`config.mk`:
```
export PLATFORM = sky130hd
export DESIGN_NAME = tsp_pipeline
export DESIGN_NICKNAME = d
export VERILOG_FILES = /design/src/logic/tsp_pkg.sv /design/src/logic/tsp_pipeline.sv /design/src/logic/tsp_regfile.sv
export VERILOG_INCLUDE_DIRS = /design/src /design/src/logic
export SDC_FILE = /design/constraint.sdc
export NUM_CORES = 1
export LEC_CHECK = 0
export BUFFER_PORTS_ARGS = -buffer_cell sky130_fd_sc_hd__buf_2
export CAP_MARGIN = 20
export CORE_MARGIN = 2
export CORE_UTILIZATION = 40
export DETAILED_ROUTE_END_ITERATION = 7
export PLACE_DENSITY = 0.58
export SYNTH_ARGS = -nofsm -noshare
export SYNTH_HDL_FRONTEND = slang
export SYNTH_HIERARCHICAL = 1
export SYNTH_SLANG_ARGS = --single-unit
```
`constraint.sdc`:
```
create_clock -name CLK_SYS -period 6.7 [get_ports CLK_SYS]
set_clock_uncertainty 0.2 [all_clocks]
set_input_delay 0.335 -clock CLK_SYS [delete_from_list [all_inputs] [get_ports CLK_SYS]]
set_output_delay 0.335 -clock CLK_SYS [all_outputs]
set_load 0.005 [all_outputs]
```
`src/logic/tsp_defines.svh`:
```
// Purpose: Constants for the fetch/execute pipeline controller
// Assumes: Four phases per instruction cycle
// Notes:   Included by the package and the design modules
`ifndef TSP_DEFINES_SVH
`define TSP_DEFINES_SVH

`define TSP_PHASES        4
`define TSP_PC_W          14
`define TSP_INSTR_W       16
`define TSP_DATA_W        8
`define TSP_PAGE_W        8
`define TSP_PC_RESET      14'h0000
`define TSP_ACC_RESET     8'h00
`define TSP_NOP_WORD      16'h0000
// Opcode field: bits 15:12
`define TSP_OP_MSB        15
`define TSP_OP_LSB        12
`define TSP_ARG_W         12
`define TSP_RF_DEPTH      16
`define TSP_RF_AW         4

`endif

```
`src/logic/tsp_pkg.sv`:
```
// Purpose: Types for the fetch/execute pipeline controller
// Assumes: tsp_defines.svh supplies all numbers
// Notes:   Opcode set is a compact stand-in for the real instruction set
`include "tsp_defines.svh"

package tsp_pkg;

  typedef enum logic [3:0] {
    OP_NOP   = 4'h0,
    OP_MOVA  = 4'h1,
    OP_MOVM  = 4'h2,
    OP_ADD   = 4'h3,
    OP_AND   = 4'h4,
    OP_XOR   = 4'h5,
    OP_RL    = 4'h6,
    OP_INC   = 4'h7,
    OP_DEC   = 4'h8,
    OP_SZ    = 4'h9,
    OP_JMP   = 4'hA,
    OP_CALL  = 4'hB,
    OP_LDI   = 4'hC,
    OP_WPCL  = 4'hD,
    OP_EXT   = 4'hE,
    OP_ORA   = 4'hF
  } tsp_op_t;

  typedef enum {
    PH_T1,
    PH_T2,
    PH_T3,
    PH_T4
  } tsp_phase_t;

endpackage : tsp_pkg

```
`src/logic/tsp_pipeline.sv`:
```
// Purpose: Two-stage fetch/execute pipeline sequencer for an 8-bit core
// Assumes: Program memory answers within one phase; inputs synchronous to CLK_SYS
// Notes:   Opcode in bits 15:12, 12-bit argument; EXT takes a second word
`include "tsp_defines.svh"

// How it works
// - The system clock is divided into four one-hot non-overlapping phases, one set per instruction cycle.
// - At the start of phase one the program counter advances and a new instruction fetch begins.
// - Phases two to four decode and execute the instruction fetched in the previous cycle.
// - Fetch of the next instruction overlaps execution of the current one, giving one cycle per plain instruction.
// - Standard instructions take one instruction cycle and extended ones take two without a branch.
// - Any instruction that changes the program counter takes one extra instruction cycle.
// - A jump or call takes two machine cycles: one to obtain the target, one to transfer control.
// - Arithmetic, logic, rotate, increment, decrement and skip decisions use one 8-bit datapath.
// - Operands move through the accumulator and ALU, with registers in data memory reached directly by the low four argument bits.
// - A taken conditional skip discards the prefetched instruction and runs a dummy cycle instead.
// - Writing the program counter low byte branches within the 256-word page and inserts a dummy cycle.
module tsp_pipeline
  import tsp_pkg::*;
#(
  parameter int PC_W    = `TSP_PC_W,
  parameter int INSTR_W = `TSP_INSTR_W,
  parameter int DATA_W  = `TSP_DATA_W
) (
  // Clock and reset
  input  wire logic               CLK_SYS,
  input  wire logic               SYS_RST,
  // Program memory fetch path
  input  wire logic [INSTR_W-1:0] PM_RDATA,
  output logic      [PC_W-1:0]    PM_ADDR,
  output logic                    PM_FETCH,
  // Phase clocks
  output logic      [3:0]         INSTRUCTION_PHASE_CLOCKS,
  // Execution status
  output logic      [DATA_W-1:0]  ACC,
  output logic                    INSTR_RETIRE,
  output logic                    FLUSH,
  output logic                    SKIP_ZERO
);

  // ------------------------------------------------------------
  // Phase generator
  // ------------------------------------------------------------
  tsp_phase_t phase_reg;
  tsp_phase_t phase_next;

  if (PC_W <= `TSP_PAGE_W || DATA_W != `TSP_DATA_W || INSTR_W != `TSP_INSTR_W) begin : g_bad_width
    $error("tsp_pipeline: unsupported widths");
  end

  always_comb begin
    case (phase_reg)
      PH_T1:   phase_next = PH_T2;
      PH_T2:   phase_next = PH_T3;
      PH_T3:   phase_next = PH_T4;
      PH_T4:   phase_next = PH_T1;
      default: phase_next = PH_T1;
    endcase
  end

  always_ff @(posedge CLK_SYS) begin
    if (SYS_RST) begin
      phase_reg <= PH_T4;
    end else begin
      phase_reg <= phase_next;
    end
  end

  always_ff @(posedge CLK_SYS) begin
    if (SYS_RST) begin
      INSTRUCTION_PHASE_CLOCKS <= 4'h0;
    end else begin
      INSTRUCTION_PHASE_CLOCKS <= 4'h1 << phase_next;
    end
  end

  // ------------------------------------------------------------
  // Decode helpers
  // ------------------------------------------------------------
  function automatic tsp_op_t op_of(input logic [INSTR_W-1:0] w);
    op_of = tsp_op_t'(w[`TSP_OP_MSB:`TSP_OP_LSB]);
  endfunction : op_of

  function automatic logic is_branch(input tsp_op_t op);
    is_branch = (op == OP_JMP) || (op == OP_CALL);
  endfunction : is_branch

  // ------------------------------------------------------------
  // Fetch stage
  // ------------------------------------------------------------
  logic [PC_W-1:0]    pc_reg;
  logic [INSTR_W-1:0] ir_reg;      // Instruction latched for execution
  logic [INSTR_W-1:0] fetch_reg;   // Word being fetched this cycle
  logic               ext_reg;     // Executing word is operand of extended op
  logic               dummy_reg;   // Executing cycle is a dummy
  logic               redirect;
  logic [PC_W-1:0]    target;
  logic               start_t1;

  assign start_t1 = (phase_next == PH_T1);

  always_ff @(posedge CLK_SYS) begin
    if (SYS_RST) begin
      pc_reg   <= `TSP_PC_RESET;
      PM_ADDR  <= `TSP_PC_RESET;
      PM_FETCH <= 1'b0;
    end else begin
      PM_FETCH <= start_t1;
      if (start_t1) begin
        if (redirect) begin
          PM_ADDR <= target;
          pc_reg  <= PC_W'(target + 1'b1);
        end else begin
          PM_ADDR <= pc_reg;
          pc_reg  <= PC_W'(pc_reg + 1'b1);
        end
      end
    end
  end

  // Capture fetched word at end of T1 into pipeline register at T4
  always_ff @(posedge CLK_SYS) begin
    if (SYS_RST) begin
      fetch_reg <= `TSP_NOP_WORD;
    end else if (phase_reg == PH_T1) begin
      fetch_reg <= PM_RDATA;
    end
  end

  // ------------------------------------------------------------
  // Execute stage
  // ------------------------------------------------------------
  tsp_op_t             op;
  logic [DATA_W-1:0]   alu_res;
  logic [DATA_W-1:0]   opnd;
  logic                skip_take;
  logic                rf_we;
  logic [DATA_W-1:0]   rf_rdata;
  logic [`TSP_RF_AW-1:0] rf_addr;

  assign op      = op_of(ir_reg);
  assign rf_addr = ir_reg[`TSP_RF_AW-1:0];
  assign opnd    = rf_rdata;

  // Branch decision and redirect at T4 of a valid execute cycle
  always_comb begin
    redirect  = 1'b0;
    skip_take = 1'b0;
    target    = pc_reg;
    if (phase_reg == PH_T4 && !dummy_reg && !ext_reg) begin
      if (is_branch(op)) begin
        redirect = 1'b1;
        target   = PC_W'(ir_reg[`TSP_ARG_W-1:0]);
      end else if (op == OP_WPCL) begin
        redirect = 1'b1;
        target   = {pc_reg[PC_W-1:`TSP_PAGE_W], ACC};
      end else if (op == OP_SZ && opnd == '0) begin
        skip_take = 1'b1;
      end
    end
  end

  // ALU: one 8-bit datapath for every operation
  always_comb begin
    case (op)
      OP_MOVA: alu_res = opnd;
      OP_ADD:  alu_res = DATA_W'(ACC + opnd);
      OP_AND:  alu_res = ACC & opnd;
      OP_XOR:  alu_res = ACC ^ opnd;
      OP_ORA:  alu_res = ACC | opnd;
      OP_RL:   alu_res = {ACC[DATA_W-2:0], ACC[DATA_W-1]};
      OP_INC:  alu_res = DATA_W'(ACC + 1'b1);
      OP_DEC:  alu_res = DATA_W'(ACC - 1'b1);
      OP_LDI:  alu_res = ir_reg[DATA_W-1:0];
      default: alu_res = ACC;
    endcase
  end

  logic acc_op;
  assign acc_op = (op != OP_MOVM) && (op != OP_SZ) && (op != OP_NOP) && !is_branch(op)
                  && (op != OP_WPCL) && (op != OP_EXT);

  always_ff @(posedge CLK_SYS) begin
    if (SYS_RST) begin
      ACC <= `TSP_ACC_RESET;
    end else if (phase_reg == PH_T3 && !dummy_reg && !ext_reg && acc_op) begin
      ACC <= alu_res;
    end
  end

  assign rf_we = (phase_reg == PH_T3) && !dummy_reg && !ext_reg && (op == OP_MOVM);

  logic [DATA_W-1:0] rf_data_unused_guard;

  tsp_regfile #(
    .DEPTH (`TSP_RF_DEPTH),
    .AW    (`TSP_RF_AW),
    .DW    (DATA_W)
  ) u_rf (
    .clk     (CLK_SYS),
    .rst     (SYS_RST),
    .wr_en   (rf_we),
    .wr_addr (rf_addr),
    .wr_data (ACC),
    .rd_addr (rf_addr),
    .rd_data (rf_data_unused_guard)
  );
  assign rf_rdata = rf_data_unused_guard;

  // Load next instruction at end of cycle; flush or mark dummy as needed
  always_ff @(posedge CLK_SYS) begin
    if (SYS_RST) begin
      ir_reg    <= `TSP_NOP_WORD;
      dummy_reg <= 1'b1;
      ext_reg   <= 1'b0;
      FLUSH     <= 1'b0;
      SKIP_ZERO <= 1'b0;
    end else if (phase_reg == PH_T4 && INSTRUCTION_PHASE_CLOCKS[3]) begin
      // Live T4 only: the edge leaving reset keeps the first cycle a dummy
      ir_reg    <= fetch_reg;
      FLUSH     <= redirect | skip_take;
      SKIP_ZERO <= skip_take;
      dummy_reg <= redirect | skip_take;
      ext_reg   <= !dummy_reg && !ext_reg && !redirect && !skip_take && (op == OP_EXT);
    end
  end

  always_ff @(posedge CLK_SYS) begin
    if (SYS_RST) begin
      INSTR_RETIRE <= 1'b0;
    end else begin
      INSTR_RETIRE <= (phase_reg == PH_T4) && !dummy_reg && !ext_reg;
    end
  end
endmodule : tsp_pipeline

```
`src/logic/tsp_regfile.sv`:
```
// Purpose: Small data memory holding operand registers
// Assumes: One write and one registered read port
// Notes:   Read data come out of a register
`include "tsp_defines.svh"

module tsp_regfile
  import tsp_pkg::*;
#(
  parameter int DEPTH = `TSP_RF_DEPTH,
  parameter int AW    = `TSP_RF_AW,
  parameter int DW    = `TSP_DATA_W
) (
  // Clock and reset
  input  wire logic          clk,
  input  wire logic          rst,
  // Write port
  input  wire logic          wr_en,
  input  wire logic [AW-1:0] wr_addr,
  input  wire logic [DW-1:0] wr_data,
  // Read port
  input  wire logic [AW-1:0] rd_addr,
  output logic      [DW-1:0] rd_data
);

  logic [DW-1:0] mem_reg [DEPTH];

  if (DEPTH != (1 << AW)) begin : g_bad_depth
    $error("tsp_regfile: DEPTH must be 2**AW");
  end

  always_ff @(posedge clk) begin
    if (wr_en) begin
      mem_reg[wr_addr] <= wr_data;
    end
  end

  always_ff @(posedge clk) begin
    if (rst) begin
      rd_data <= '0;
    end else begin
      rd_data <= mem_reg[rd_addr];
    end
  end

endmodule : tsp_regfile

```
After elaboration in Yosys (flattened, before gate mapping)
Memory sizes are Yosys's and may differ from the RTL's. A register that Yosys moved wholly into a read port is not among the register bits.
Index checks and enable logic that the tools add are counted.
- add/subtract/negate cells: 5
- eq/ne operators: 23
- shift operators: 1
- muxes and demuxes: 16
- bitwise operators: 4
- reduce and logical (&&, ||, !) cells: 30
- operators by type and width (operator ; count):
    32-bit zero test ; 3
    8-bit one-hot mux with 9 select lines ; 1
    32-bit by 3-bit equality test with 1-bit output, second input constant ; 2
    14-bit two-way mux ; 4
    32-bit by 1-bit equality test with 1-bit output, second input constant ; 1
    32-bit by 2-bit equality test with 1-bit output, second input constant ; 1
    4-bit equality test, second input constant ; 8
    1-bit by 32-bit left shift with 4-bit output, first input constant ; 1
    14-bit by 1-bit adder with 14-bit output, second input constant ; 2
    1-bit logical AND ; 17
    4-bit by 3-bit equality test with 1-bit output, second input constant ; 4
    4-bit != test, second input constant ; 3
    1-bit two-way mux ; 9
    9-bit nonzero test ; 1
    8-bit by 1-bit adder with 8-bit output, second input constant ; 1
    8-bit adder ; 1
    8-bit AND ; 1
    4-bit by 2-bit equality test with 1-bit output, second input constant ; 2
    8-bit zero test ; 1
    8-bit two-way mux ; 1
    8-bit bitwise OR ; 1
    8-bit by 1-bit subtractor with 8-bit output, second input constant ; 1
    8-bit bitwise XOR ; 1
    2-bit one-hot mux with 3 select lines ; 1
    7 further kinds ; 11
- bits in registers: 110
- bits in writable memories: 128
- bits of input ports: 18
- output and inout bits: 30
- word-level logic and storage cells: 93
- memories kept: 1
- memories (memory ; depth ; bits a word ; rd ports ; clocked after Yosys merged registers in ; wr ports ; RTL line ; source):
    u_rf.mem_reg ; 16 ; 8 ; 1 ; 1 ; 1 ; tsp_regfile.sv:25 ; logic [DW-1:0] mem_reg [DEPTH];

Longest topological paths before layout
- depth after elaboration: 9
- mapped depth: 14
- gate-level depth less buffers: 12

Cells and area by module
The synthesis kept the hierarchy.
- by module, submodules not included (module ; times used ; cells each ; area an instance (um^2) ; seq. area each (um^2)):
    tsp_regfile ; 1 ; 259 ; 5282.6 ; 4003.8
    tsp_pipeline ; 1 ; 591 ; 4805.9 ; 1601.5

Worst setup path before layout
Ideal clock, no wire load.
- path type: reg2reg
- from: register ir_reg[12]
- to: register ACC[6]
- library setup time: 129 ps
- arrival: 2985 ps
- data required time: 6371 ps
- slack: 3386 ps
- cell stages (with the launch flop): 14
- buffers on the path: 2
- period minus slack after synthesis: 3314 ps
- cell sequence: dfxtp_1 > clkbuf_1 > or4b_2 > clkbuf_1 > nand2_1 > ha_1 > inv_1 > fa_1 > a21o_1 > a21oi_1 > o21ai_0 > xor2_1 > a211oi_1 > o32ai_1
- longest elaborated chain between the ends: 8
- elaborated cells between the ends (all ways): 27
- classes of those cells: 15 x eq/ne; 1 x mux; 11 x reduce/logical
- ends and longest elaborated chain (item ; RTL line ; source):
    start, declared ; tsp_pipeline.sv:92 ; logic [INSTR_W-1:0] ir_reg;
    start signal, assigned ; tsp_pipeline.sv:213 ; ir_reg <= `TSP_NOP_WORD;
    start signal, assigned ; tsp_pipeline.sv:220 ; ir_reg <= fetch_reg;
    4-bit by 2-bit != test with 1-bit output, or another cell as far along ; tsp_pipeline.sv:180 ; assign acc_op = (op != OP_MOVM) && (op != OP_SZ) && (op != OP_NOP) && !is_branch(op)
    1-bit logical AND or 1-bit logical OR (tied branches) ; tsp_pipeline.sv:180, tsp_pipeline.sv:85 ;
    1-bit logical AND or 1-bit zero test (tied branches) ; tsp_pipeline.sv:180 ;
    1-bit logical AND ; tsp_pipeline.sv:180 ;
    1-bit logical AND (2 in a row) ; tsp_pipeline.sv:181 ; && (op != OP_WPCL) && (op != OP_EXT);
    1-bit logical AND ; tsp_pipeline.sv:186 ; end else if (phase_reg == PH_T3 && !dummy_reg && !ext_reg && acc_op) begin
    2-bit AND reduction (no line) ; -- ;
    end signal, assigned ; tsp_pipeline.sv:185 ; ACC <= `TSP_ACC_RESET;
    end signal, assigned ; tsp_pipeline.sv:187 ; ACC <= alu_res;
    end, declared ; tsp_pipeline.sv:35 ; output logic [DATA_W-1:0] ACC,
Several ways; a longest one is shown, not always the timed one.
A chain may end at the register's enable or synchronous reset.

Worst setup path after layout
- from: register ir_reg[13]
- to: register ACC[6]
Same word-level chain as after synthesis.

==> results.json <==
{
  "finalSetupViolCount": 0,
  "synth_flop_cell": "edfxtp_1",
  "maxSlewViolCount": 0,
  "worst_pin_slew_ps": 1040,
  "synth_largest_area_cell": "edfxtp_1",
  "place_area_um2": 10600,
  "wl_per_cell_um": 19.5,
  "relSlewSlack": 0.301,
  "period_needed_ps": 3650,
  "grt_pass1_wl_mm": 39.2,
  "status": "completed",
  "regArea_um2": 5610,
  "synth_edf_count": 128,
  "clock-root-buffer": "clkbuf_16",
  "start_util": 0.404,
  "post-place-cells": 1193,
  "cts_buffers": 24,
  "finalWirelength_mm": 24.5,
  "p_total_mw": 2.90,
  "critical_path_class": "register to register",
  "port_buffers": 47,
  "gp_congestion": 0.899,
  "track_usage": 0.189,
  "final_common_cell": "edfxtp_1",
  "crit_path_top_delay_cell": "or4b_2",
  "num-nets-final": 953,
  "clkTransAtPathRegs_ps": 60,
  "clock-sinks": 216,
  "nFillCells": 2350,
  "vias": 6882,
  "cp-end-kind": "register",
  "synth_warnings": 6,
  "synth_cells": 850,
  "fp.dieH_um": 163,
  "synthesis.nets": 898,
  "largest_reg_flops": 128,
  "fin_tns_setup_ps": 0,
  "area_growth_syn_to_layout_pct": 14.4,
  "peakVddDrop_uv": 177,
  "clk_latency_ps": 510,
  "dieArea_um2": 26500,
  "multiInputGateArea_um2": 4130,
  "dpl.hpwl_mm": 16.0,
  "drt_iter0_drc": 562,
  "fmax_ghz": 0.274,
  "crit_chain": "buf_4 -> or4b_2 -> nand2_1 -> ha_1 -> inv_1 -> fa_1 -> a21o_1 -> a21oi_1 -> o21ai_0 -> xor2_1 -> a211oi_1 -> o32ai_1",
  "synth_top_cell_area_share": 0.381,
  "htreeDepth": 1,
  "worstPathRequired_ps": 6860,
  "p_leak_nw": 3.95,
  "antenna_found_initial": 0,
  "clockBufferDepth": 3,
  "cp-start-kind": "register",
  "design_area_um2": 11500,
  "drv_cap": 0,
  "worst_path_largest_cell_delay_ps": 770,
  "io_pins": 48,
  "layout-drive-gt1-share": 0.134,
  "antenna_left": 0,
  "grt_max_degree": 80,
  "cts_tree": "yes",
  "ys_types": 82,
  "avgSynthCellArea_um2": 11.9,
  "die_w_um": 163,
  "synth_area_um2": 10100,
  "worst_ep_arrival_time_ps": 3810,
  "grt_setup_unrepaired": "false",
  "synth.area.top_cells": "edfxtp_1, dfxtp_1, mux2i_1",
  "holdBufCountCts": 16,
  "core_um2": 25000,
  "hold_viol_final": 0,
  "cts_setup_buffers": 0,
  "stdcell_count": 1252,
  "ys_ff_latch": 216,
  "final_cell_mix": "edfxtp_1, dfxtp_1, nor2_1",
  "hold_path_class": "input pin to register",
  "cts_resized": 0,
  "grt_pass1_vias": 6963,
  "drc": 0,
  "via_per_inst": 5.50,
  "cp_max_fo": 24,
  "synthArstFlopShare": 0,
  "ys_seq_area_frac": 0.556,
  "power_density_nw_per_um2": 251,
  "min_period_over_period": 0.545,
  "n_antenna_cell": 0,
  "grt_remaining_overflow": 0,
  "rows": 58,
  "dr.pass1.iters": 5
}
[synth_stat cells (all sizes together) (4+ instances only)]
master / instances
clkbuf: 31
o21ai: 38
nand2b: 12
a221oi: 7
a22oi: 12
a21oi: 43
and2: 4
mux2i: 56
mux4: 22
nor2b: 10
dfxtp: 88
nor3: 12
a31oi: 4
inv: 25
nand3b: 5
and3: 5
a22o: 7
edfxtp: 128
xor2: 4
nand2: 68
xnor2: 9
buf: 21
nand4: 7
o221ai: 4
ha: 29
a2bb2oi: 4
nand3: 20
or3: 6
nor2: 82
a211oi: 19
[kinds of logic after synthesis]
group	count (synthesis)	synth area share
simple gates	253	0.122
flops	216	0.556
compound gates	179	0.124
mux	81	0.114
buf+inv	78	0.0353
fa+ha+maj	30	0.0380
xor+xnor	13	0.0113
[path summary, 6_finish.rpt]
check	startpoint	depth (start not counted)	end	slack (ps)
worst min-delay path	SYS_RST	4	u_rf/rd_data[7]	60
worst max register to register	ir_reg[13]	12	ACC[6]	3050
worst max-delay path	ir_reg[13]	12	ACC[6]	3050
worst min register to register	fetch_reg[12]	2	ir_reg[12]	260
[per-layer routing]
metal  up-vias  track usage  routed length (µm)
met3        50       0.0295                1260
li1       3309            -                   -
met5         -            0                   0
met1      3349        0.262               11200
met4         0       0.0571                 646
met2       174        0.306               11400
[where the power goes]
group / switching, mW / total (mW) / internal [mW]
Clock: 0.499 / 1.26 / 0.759
Sequential: 0.0222 / 1.45 / 1.42
Combinational: 0.113 / 0.196 / 0.0836
[worst max-delay path, delay by kind of cell (launching register included)]
family / cells / cell delay [ps]
AO/OA/AOI/OAI: 5 / 1030
XOR/XNOR: 1 / 160
adder cells (fa/ha/maj): 2 / 560
buffers and inverters: 2 / 300
flip-flops: 1 / 380
AND/OR/NAND/NOR: 2 / 870
[stage by stage]
stage / util / setup slack [ps] / hold slack (ps)
after global routing: 0.462 / 2760 / 74.7
after floorplan: - / 3390 / 231
final: 0.462 / 3050 / 63.2
after detailed placement: 0.425 / 3100 / 248
after CTS: 0.462 / 3090 / 46.2
after global placement: 0.425 / 3170 / 241
[area by class of cell]
| cell class | count | area share |
|---|---|---|
| Clock buffer | 41 | 0.0653 |
| Clock inverter | 2 | 0.00108 |
| Inverter | 26 | 0.00846 |
| Multi-Input combinational cell | 556 | 0.358 |
| Sequential cell | 216 | 0.486 |
| Tap cell | 330 | 0.0358 |
| Timing Repair Buffer | 81 | 0.0458 |
No activity file was read; power rests on OpenSTA's default activity.
